File: src/hw/ack_teach_consts.svh
// constants for the acknowledgement button and teach controller
`ifndef ACK_TEACH_CONSTS_SVH
`define ACK_TEACH_CONSTS_SVH
`define CLK_HZ          20000000
`define MS_DIV          (`CLK_HZ / 1000)
`define DEB_MS          10
`define PRESS_MIN_MS    150
`define PRESS_MAX_MS    4000
`define SHORT_MS        30000
`define TEACH_WIN_MS    60000
`define GAP_MAX_MS      4000
`define TOGGLE_MS       500
`define MS_W            17
`endif

File: src/hw/ack_teach_pkg.sv
// types for the acknowledgement button and teach controller
package ack_teach_pkg;
  typedef enum logic [2:0] {
    ST_LOCKED  = 3'b000,
    ST_ON      = 3'b001,
    ST_LOCKOUT = 3'b010,
    ST_GAP     = 3'b011,
    ST_FORCE   = 3'b100
  } ack_state_t;

  typedef enum logic [1:0] {
    TE_IDLE  = 2'b00,
    TE_ARMED = 2'b01,
    TE_RUN   = 2'b10,
    TE_ACC   = 2'b11
  } teach_state_t;
endpackage : ack_teach_pkg

File: src/hw/ack_button_restart_teach_ctrl.sv
// acknowledgement button, manual gating restart and fixed-blanking teach control
`timescale 1ns/10ps
`default_nettype none
`include "ack_teach_consts.svh"
module ack_button_restart_teach_ctrl #(
  parameter int BEAMS = 16,
  parameter int MS_DIV = `MS_DIV,
  parameter int SHORT_MS = `SHORT_MS,
  parameter int TEACH_WIN_MS = `TEACH_WIN_MS
) (
  input  wire logic             core_clk_in,
  input  wire logic             reset_n_in,
  input  wire logic             ack_button_in,
  input  wire logic             teach_key_in,
  input  wire logic             gating_start_in,
  input  wire logic             field_clear_in,
  input  wire logic [BEAMS-1:0] beams_blocked_in,
  input  wire logic             gating_error_in,
  input  wire logic             gating_valid_in,
  input  wire logic             gating_safety_switch_output_req_in,
  output logic                  safety_switch_output_out,
  output logic                  red_led_out,
  output logic                  yellow_led_out,
  output logic                  lockout_out,
  output logic                  process_gating_force_out,
  output logic                  process_gating_resume_out,
  output logic                  gating_signal_output_out,
  output logic [BEAMS-1:0]      blanking_mask_out,
  output logic                  blanking_enable_out
);
  import ack_teach_pkg::*;

  // ----------------------------------------------------------------
  // state
  // ----------------------------------------------------------------
  typedef struct packed {
    logic [1:0]         ack_sync;
    logic [1:0]         teach_sync;
    logic [1:0]         cs_sync;
    logic [1:0]         clr_sync;
    logic [1:0]         err_sync;
    logic [1:0]         val_sync;
    logic [1:0]         req_sync;
    logic [16:0]        div;
    logic               tick;
    logic [7:0]         ack_deb_cnt;
    logic               ack_deb;
    logic               ack_last;
    logic [7:0]         key_deb_cnt;
    logic               key_deb;
    logic               key_last;
    logic [`MS_W-1:0]   press_ms;
    logic [`MS_W-1:0]   gap_ms;
    logic               gate_err;
    ack_state_t         ast;
    teach_state_t       tst;
    logic [`MS_W-1:0]   teach_ms;
    logic [9:0]         tog_ms;
    logic               safety_switch_output;
    logic               red;
    logic               yellow;
    logic               lockout;
    logic               forced;
    logic               resume;
    logic               sig;
    logic [BEAMS-1:0]   mask;
    logic [BEAMS-1:0]   cand;
    logic               blank_en;
  } ctrl_t;

  ctrl_t s_q;
  ctrl_t s_d;

  logic ack_rise;
  logic ack_fall;
  logic key_rise;
  logic key_fall;

  // ----------------------------------------------------------------
  // next state
  // ----------------------------------------------------------------
  always_comb begin
    s_d = s_q;
    // pins other than reset_n_in and beams_blocked_in pass two flops before anything else looks at them
    s_d.ack_sync   = {s_q.ack_sync[0], ack_button_in};
    s_d.teach_sync = {s_q.teach_sync[0], teach_key_in};
    s_d.cs_sync    = {s_q.cs_sync[0], gating_start_in};
    s_d.clr_sync   = {s_q.clr_sync[0], field_clear_in};
    s_d.err_sync   = {s_q.err_sync[0], gating_error_in};
    s_d.val_sync   = {s_q.val_sync[0], gating_valid_in};
    s_d.req_sync   = {s_q.req_sync[0], gating_safety_switch_output_req_in};
    // edges come from registered copies so next-state logic never reads itself
    s_d.ack_last   = s_q.ack_deb;
    s_d.key_last   = s_q.key_deb;

    // millisecond tick from the system clock
    s_d.tick = 1'b0;
    if (s_q.div == 17'(MS_DIV - 1)) begin
      s_d.div  = 17'h0;
      s_d.tick = 1'b1;
    end else begin
      s_d.div = s_q.div + 17'h1;
    end

    // debounce: input must differ for the whole window before it is taken
    if (s_q.tick) begin
      if (s_q.ack_sync[1] == s_q.ack_deb) begin
        s_d.ack_deb_cnt = 8'h0;
      end else if (s_q.ack_deb_cnt == 8'(`DEB_MS - 1)) begin
        s_d.ack_deb_cnt = 8'h0;
        s_d.ack_deb     = s_q.ack_sync[1];
      end else begin
        s_d.ack_deb_cnt = s_q.ack_deb_cnt + 8'h1;
      end
      if (s_q.teach_sync[1] == s_q.key_deb) begin
        s_d.key_deb_cnt = 8'h0;
      end else if (s_q.key_deb_cnt == 8'(`DEB_MS - 1)) begin
        s_d.key_deb_cnt = 8'h0;
        s_d.key_deb     = s_q.teach_sync[1];
      end else begin
        s_d.key_deb_cnt = s_q.key_deb_cnt + 8'h1;
      end
    end

    // press length, saturating so a stuck button cannot wrap
    if (ack_rise) begin
      s_d.press_ms = '0;
    end else if (s_q.ack_deb && s_q.tick && s_q.press_ms != '1) begin
      s_d.press_ms = s_q.press_ms + `MS_W'(1);
    end
    if (ack_fall) begin
      s_d.gap_ms = '0;
    end else if (!s_q.ack_deb && s_q.tick && s_q.gap_ms != '1) begin
      s_d.gap_ms = s_q.gap_ms + `MS_W'(1);
    end

    // gating error is sticky until a restart clears it; set wins
    if (s_q.err_sync[1]) begin
      s_d.gate_err = 1'b1;
    end

    // ----- restart interlock
    case (s_q.ast)
      ST_LOCKED: begin
        if (s_q.ack_deb && s_q.press_ms >= `MS_W'(SHORT_MS)) begin
          s_d.ast = ST_LOCKOUT;
        end else if (ack_fall && s_q.gate_err && s_q.cs_sync[1]
                     && s_q.press_ms < `MS_W'(`PRESS_MAX_MS)) begin
          s_d.ast = ST_GAP;
        end else if (ack_fall && s_q.press_ms >= `MS_W'(`PRESS_MIN_MS)
                     && s_q.press_ms < `MS_W'(`PRESS_MAX_MS)
                     && s_q.clr_sync[1]) begin
          s_d.ast = ST_ON;
        end
      end
      ST_GAP: begin
        if (!s_q.cs_sync[1] || s_q.gap_ms >= `MS_W'(`GAP_MAX_MS)) begin
          s_d.ast = ST_LOCKED;
        end else if (ack_rise) begin
          s_d.gate_err = s_q.err_sync[1]; // a fresh error wins over the clear
          s_d.tog_ms   = 10'h0;
          if (s_q.val_sync[1] && !s_q.clr_sync[1]) begin
            s_d.resume = 1'b1;
            s_d.ast    = ST_LOCKED;
          end else begin
            s_d.ast = ST_FORCE;
          end
        end
      end
      ST_FORCE: begin
        if (!s_q.ack_deb || !s_q.cs_sync[1]) begin
          s_d.ast = ST_LOCKED;
        end else if (s_q.press_ms >= `MS_W'(SHORT_MS)) begin
          s_d.ast = ST_LOCKOUT;
        end
      end
      ST_ON: begin
        if (!s_q.clr_sync[1] && !s_q.req_sync[1]) begin
          s_d.ast = ST_LOCKED;
        end
      end
      ST_LOCKOUT: begin
        s_d.ast = ST_LOCKOUT; // only a reset, or a pending resume meeting req_sync, leaves lockout
      end
      default: begin
        s_d.ast = ST_LOCKED;
      end
    endcase

    // resume request ends once the running sequence drives the outputs
    if (s_q.resume && s_q.req_sync[1]) begin
      s_d.resume = 1'b0;
      s_d.ast    = ST_ON;
    end

    s_d.forced  = (s_d.ast == ST_FORCE);
    s_d.safety_switch_output    = (s_d.ast == ST_ON) || (s_d.ast == ST_FORCE);
    s_d.lockout = (s_d.ast == ST_LOCKOUT);
    s_d.red     = !s_d.safety_switch_output;
    s_d.yellow  = (s_d.ast == ST_LOCKED) && s_q.clr_sync[1];

    // signal output blinks while a manual restart waits for the outputs
    // blinking stops as soon as the outputs are on, forced or not
    if ((s_q.ast == ST_FORCE || s_q.resume) && !s_q.safety_switch_output && !s_q.req_sync[1]) begin
      if (s_q.tick) begin
        if (s_q.tog_ms == 10'(`TOGGLE_MS - 1)) begin
          s_d.tog_ms = 10'h0;
          s_d.sig    = !s_q.sig;
        end else begin
          s_d.tog_ms = s_q.tog_ms + 10'h1;
        end
      end
    end else begin
      s_d.sig = 1'b0;
    end

    // ----- fixed-blanking teach
    if (s_q.tick && s_q.teach_ms != '1) begin
      s_d.teach_ms = s_q.teach_ms + `MS_W'(1);
    end
    case (s_q.tst)
      TE_IDLE: begin
        if (key_rise) begin
          s_d.tst = TE_ARMED;
        end
      end
      TE_ARMED: begin
        if (key_fall) begin
          s_d.tst      = TE_RUN;
          s_d.teach_ms = '0;
          s_d.cand     = beams_blocked_in;
        end
      end
      TE_RUN: begin
        if (s_q.teach_ms >= `MS_W'(TEACH_WIN_MS)) begin
          s_d.tst = TE_IDLE;
        end else if (key_rise) begin
          s_d.tst = TE_ACC;
        end
      end
      TE_ACC: begin
        if (s_q.teach_ms >= `MS_W'(TEACH_WIN_MS)) begin
          s_d.tst = TE_IDLE;
        end else if (key_fall) begin
          s_d.tst      = TE_IDLE;
          s_d.mask     = s_q.cand;
          s_d.blank_en = |s_q.cand;
        end
      end
      default: begin
        s_d.tst = TE_IDLE;
      end
    endcase
  end

  assign ack_rise = s_q.ack_deb && !s_q.ack_last;
  assign ack_fall = !s_q.ack_deb && s_q.ack_last;
  assign key_rise = s_q.key_deb && !s_q.key_last;
  assign key_fall = !s_q.key_deb && s_q.key_last;

  // ----------------------------------------------------------------
  // registers
  // ----------------------------------------------------------------
  always_ff @(posedge core_clk_in) begin
    if (!reset_n_in) begin
      s_q        <= '0;
      s_q.ast    <= ST_LOCKED;
      s_q.tst    <= TE_IDLE;
      s_q.red    <= 1'b1;
    end else begin
      s_q <= s_d;
    end
  end

  assign safety_switch_output_out  = s_q.safety_switch_output;
  assign red_led_out               = s_q.red;
  assign yellow_led_out            = s_q.yellow;
  assign lockout_out               = s_q.lockout;
  assign process_gating_force_out  = s_q.forced;
  assign process_gating_resume_out = s_q.resume;
  assign gating_signal_output_out  = s_q.sig;
  assign blanking_mask_out         = s_q.mask;
  assign blanking_enable_out       = s_q.blank_en;
endmodule : ack_button_restart_teach_ctrl
`default_nettype wire

File: config.mk
export PLATFORM = sky130hd
export DESIGN_NAME = ack_button_restart_teach_ctrl
export DESIGN_NICKNAME = d
export VERILOG_FILES = /design/src/hw/ack_teach_pkg.sv /design/src/hw/ack_button_restart_teach_ctrl.sv
export VERILOG_INCLUDE_DIRS = /design/src /design/src/hw
export SDC_FILE = /design/constraint.sdc
export NUM_CORES = 1
export LEC_CHECK = 0
export BUFFER_PORTS_ARGS = -buffer_cell sky130_fd_sc_hd__buf_2
export CAP_MARGIN = 10
export CORE_ASPECT_RATIO = 2
export CORE_UTILIZATION = 60
export CTS_BUF_LIST = sky130_fd_sc_hd__clkbuf_8
export DETAILED_ROUTE_END_ITERATION = 7
export MAX_ROUTING_LAYER = met4
export PLACE_DENSITY = 0.9
export SLEW_MARGIN = 30
export SYNTH_ARGS = -nofsm -noshare
export SYNTH_HDL_FRONTEND = slang
export SYNTH_SLANG_ARGS = --single-unit
File: constraint.sdc
create_clock -name core_clk_in -period 3.2 [get_ports core_clk_in]
set_input_delay 0.16 -clock core_clk_in [delete_from_list [all_inputs] [get_ports core_clk_in]]
set_output_delay 0.16 -clock core_clk_in [all_outputs]
set_load 0.02 [all_outputs]
======== Word-level counts from Yosys, hierarchy flattened ========
Cells that the tools add are included.
word-level totals
  flip-flop bits (word level) ............. 159
  input bits .............................. 25
  output and inout bits ................... 24
  word-level logic and storage cells ...... 158
cells by class
  add/subtract/negate cells ............... 7
  magnitude comparators ................... 5
  eq/ne operators ......................... 23
  mux-type cells .......................... 34
  bitwise gates (word level) .............. 5
  reduce and logical (&&, ||, !) cells .... 52
operators with widths
  cell                   count
  $add 17x1->17 const B  4
  $mux 10                6
  $ne 17x17->1 const B   3
  $mux 17                2
  $mux 8                 4
  $mux 3                 9
  $logic_and 1x1->1      22
  $mux 19                1
  $eq 17x15->1 const B   1
  $ge 17x12->1 const B   1
  $ge 17x15->1 const B   1
  $ge 17x16->1 const B   1
  $ge 17x8->1 const B    1
  $lt 17x12->1 const B   1
  $add 8x1->8 const B    2
  $eq 8x4->1 const B     2
  $reduce_or 16->1       1
  $pmux 3 s5             1
  $add 10x1->10 const B  1
  $eq 10x9->1 const B    1
  $logic_not 1->1        10
  $mux 2                 5
  $eq 3x2->1 const B     3
  $reduce_and 3->1       3
  17 further kinds       40

======== Logic depth before layout (Yosys ltp) ========
  depth after elaboration ................. 13
  mapped depth ............................ 10
  gate-level depth less buffers ........... 9

======== Worst setup path after synthesis ========
No wires, ideal clock.
  path kind ............................... register to register
  start ................................... register s_q[78] (netlist name)
  end ..................................... register s_q[85] (netlist name)
  library setup time ...................... 0.128 ns
  arrival ................................. 2.240 ns
  data required time ...................... 3.072 ns
  slack ................................... 0.833 ns
  cell stages (with the launch flop) ...... 10
  buffers on the path ..................... 0
  clock period less this slack ............ 2.367 ns
  cell sequence ........................... dfxtp_1 and3_1 nand3_1 nor4_1 ha_1 nor3b_2 nor4b_1 nor2b_1 xnor2_1 nor2_1
on the way
  longest elaborated chain between the ends .. 2
  elaborated cells on any way between the ends .. 3
  classes of those cells .................. add/sub: 1; eq/ne: 1; reduce/logical: 1
ends and longest elaborated chain
  element                                                RTL line                             RTL
  from (decl)                                            ack_button_restart_teach_ctrl.sv:71  ctrl_t s_q;
  branches (longest 2 deep; another with $add 17x1->17)  --
Parallel ways; which one is timed is not known.
A chain may end at the register's enable or synchronous reset.

======== Worst setup path in the final report ========
Ends and elaborated chain as after synthesis.

==> results.py <==
metrics = {
    "run_status": {
        "status": "finished clean",
    },
    "synth": {
        "synth-xor-area-share": 0.0699,
        "synth_compound_area_frac": 0.129,
        "muxShareOfSynthArea": 0.00894,
        "yosysMostFrequentCell": "dfxtp_1",
        "synth.top_cells.by_count": "dfxtp_1, nor2_1, nand2_1",
        "yosys.area_share.simple": 0.272,
        "ys_types": 60,
        "yosys.area.top_type": "dfxtp_1",
        "synth_top_flop_cell": "dfxtp_1",
        "netlist.area_leader.share": 0.446,
        "ys_seq_area_frac": 0.446,
        "synth_top_family_by_area": "simple AND/OR/NAND/NOR gates",
        "avgSynthCellArea_sq_um": 8.45,
        "syn_nets": 885,
        "synth_fa_ha_area_frac": 0.0263,
        "syn-cell-area_sq_um": 7140,
        "syn_inst": 845,
        "async_flop_share": 0,
        "ys_warn_count": 0,
        "synth-edff-count": 0,
        "synth_seq_cells": 159,
        "synth_area_leaders": "dfxtp_1, nor2_1, nand2_1",
    },
    "worst_setup_path": {
        "path_class": "flip-flop to flip-flop",
        "end_kind": "flip-flop",
        "worstSetupStartpointType": "flip-flop",
        "slowest_delay_ns": 0.61,
        "cp.required_ns": 3.52,
        "crit_fanout": 10,
        "path_delay_family": "simple AND/OR/NAND/NOR gates",
        "crit_chain": "and3_1, nand3_1, nor4_1, ha_1, nor3b_2, buf_4, nor4b_1, nor2b_1, xnor2_1, nor2_1",
        "worstPathBufferInverterCount": 1,
        "cp_slowest_cell": "nor4b_1",
        "arrival_ns": 2.98,
    },
    "floorplan": {
        "die_x_um": 79.1,
        "ios": 49,
        "rows": 56,
        "core_sq_um": 11600,
        "start_util": 0.614,
        "fp.dieArea_sq_um": 12400,
        "dieHeight_um": 156,
    },
    "sta": {
        "period_share": 0.831,
        "setup_tns_ns": 0,
        "hold_viol_final": 0,
        "skew_ns": 0.0139,
        "setup_viol": 0,
        "period_minus_slack_ns": 2.66,
        "slew_headroom": 0.358,
        "tightestPinTransition_ns": 0.939,
        "clock.fmax_mhz": 376,
        "maxSlewViolCount": 0,
        "rsz0062_at_grt": "no",
        "fin_ws_ns": 0.541,
    },
    "global_route": {
        "overflow": 0,
        "grt_pass1_wl_um": 25100,
        "antenna_found_initial": 0,
        "grt_pass1_vias": 5792,
        "grt_max_degree": 61,
        "track_usage": 0.263,
    },
    "clocking": {
        "clock_sinks": 159,
        "clkLatencyLatePin_ns": 0.46,
        "clkTransAtPathRegs_ns": 0.08,
        "clock_path_buffers": 2,
        "post_cts_resized": 0,
        "h-tree-depth": 4,
        "root_buffer": "clkbuf_8",
        "cts_made_buffers": 17,
        "postCtsSetupRepairBufs": 0,
        "cts_tree": "built",
    },
    "hold_path": {
        "hp-class": "primary input to flip-flop",
    },
    "power": {
        "peakVddDrop_mv": 0.374,
        "p_leak_nw": 3.05,
        "p_per_area_nw_per_um2": 459,
    },
    "cells_and_area": {
        "drive_gt1_frac": 0.113,
        "synthToLayoutAreaGrowth_pct": 12.2,
        "nNetsFinal": 928,
        "largest_register": "s_q",
        "largest_reg_flops": 126,
        "num-fill-cells": 877,
        "n_antenna_cell": 0,
        "stdcell_count": 1046,
    },
    "routing": {
        "vias": 6145,
        "ant_nets": 0,
        "drc": 0,
        "routed_wl_um": 15400,
        "first_pass_iters": 5,
        "first_iter_violations": 260,
        "routedWlPerCell_um": 14.7,
        "drt-vias-per-instance": 5.87,
    },
    "placement": {
        "place_hpwl_um": 10200,
        "place_inst": 991,
        "io_buffers": 48,
        "gp_congestion": 0.865,
        "place_ws_ns": 0.626,
    },
    "flow_run": {
        "drv_cap": 0,
    },
}
layout make-up:
cell class / count / area [sq um] / area share
multi-input combinational: 613 / 3620 / 0.452
sequential: 159 / 3180 / 0.397
timing repair buffer: 78 / 523 / 0.0653
clock buffer: 19 / 262 / 0.0326
tap: 145 / 181 / 0.0226
clock inverter: 13 / 171 / 0.0214
inverter: 19 / 71.3 / 0.00890
path summary, 6_finish.rpt:
path / from / endpoint / slack [ns] / depth (start not counted)
min reg2reg: s_d[148] / s_q[148] / 0.43 / 1
max: s_q[78] / s_q[85] / 0.54 / 10
min: reset_n_in / s_q[43] / 0.10 / 2
max reg2reg: s_q[78] / s_q[85] / 0.54 / 10
layout by cell type, fill, tap and decap left out, drive strengths merged, types with 23 or more instances in the layout:
| cell | count |
|---|---|
| dlygate4sd3 | 23 |
| nor2 | 112 |
| dfxtp | 159 |
| o21ai | 40 |
| xnor2 | 27 |
| buf | 55 |
| nand3 | 40 |
| a21oi | 59 |
| xor2 | 30 |
| nand2 | 79 |
cell families after synthesis:
family / count (synthesis)
compound gates: 150
flops: 159
simple gates: 385
buf+inv: 73
fa+ha+maj: 15
mux: 6
xor+xnor: 57
power breakdown:
group	switching, mW	internal, mW	leakage, nW	total (mW)
Sequential	0.00745	1.99	1.28	2.00
Combinational	0.0460	0.0408	1.54	0.0868
Clock	0.713	0.881	0.229	1.59
per-stage QoR:
stage / power, mW / hold WS (ns) / util / instance area, sq um
final: 3.68 / 0.100 / 0.689 / 8020
after global routing: 3.80 / 0.122 / 0.689 / 8020
after CTS: 3.70 / 0.101 / 0.689 / 8010
after detailed placement: 2.11 / 0.371 / 0.632 / 7350
after global placement: 2.11 / 0.366 / 0.632 / 7350
after floorplan: 2.08 / 0.287 / - / 7140
per-layer routing:
metal / track usage / vias to the layer above / wire, um
li1: - / 3014 / -
met5: - / - / 0
met4: 0.147 / 0 / 595
met2: 0.478 / 175 / 8360
met1: 0.255 / 2907 / 5900
met3: 0.0472 / 49 / 511
what timing repair did:
| item | in CTS | in global routing |
|---|---|---|
| endpoints found under the hold margin | 23 | 0 |
| hold buffers | 23 | 0 |
| setup endpoints to repair | 0 | 0 |
No activity file was read; power rests on OpenSTA's default activity.
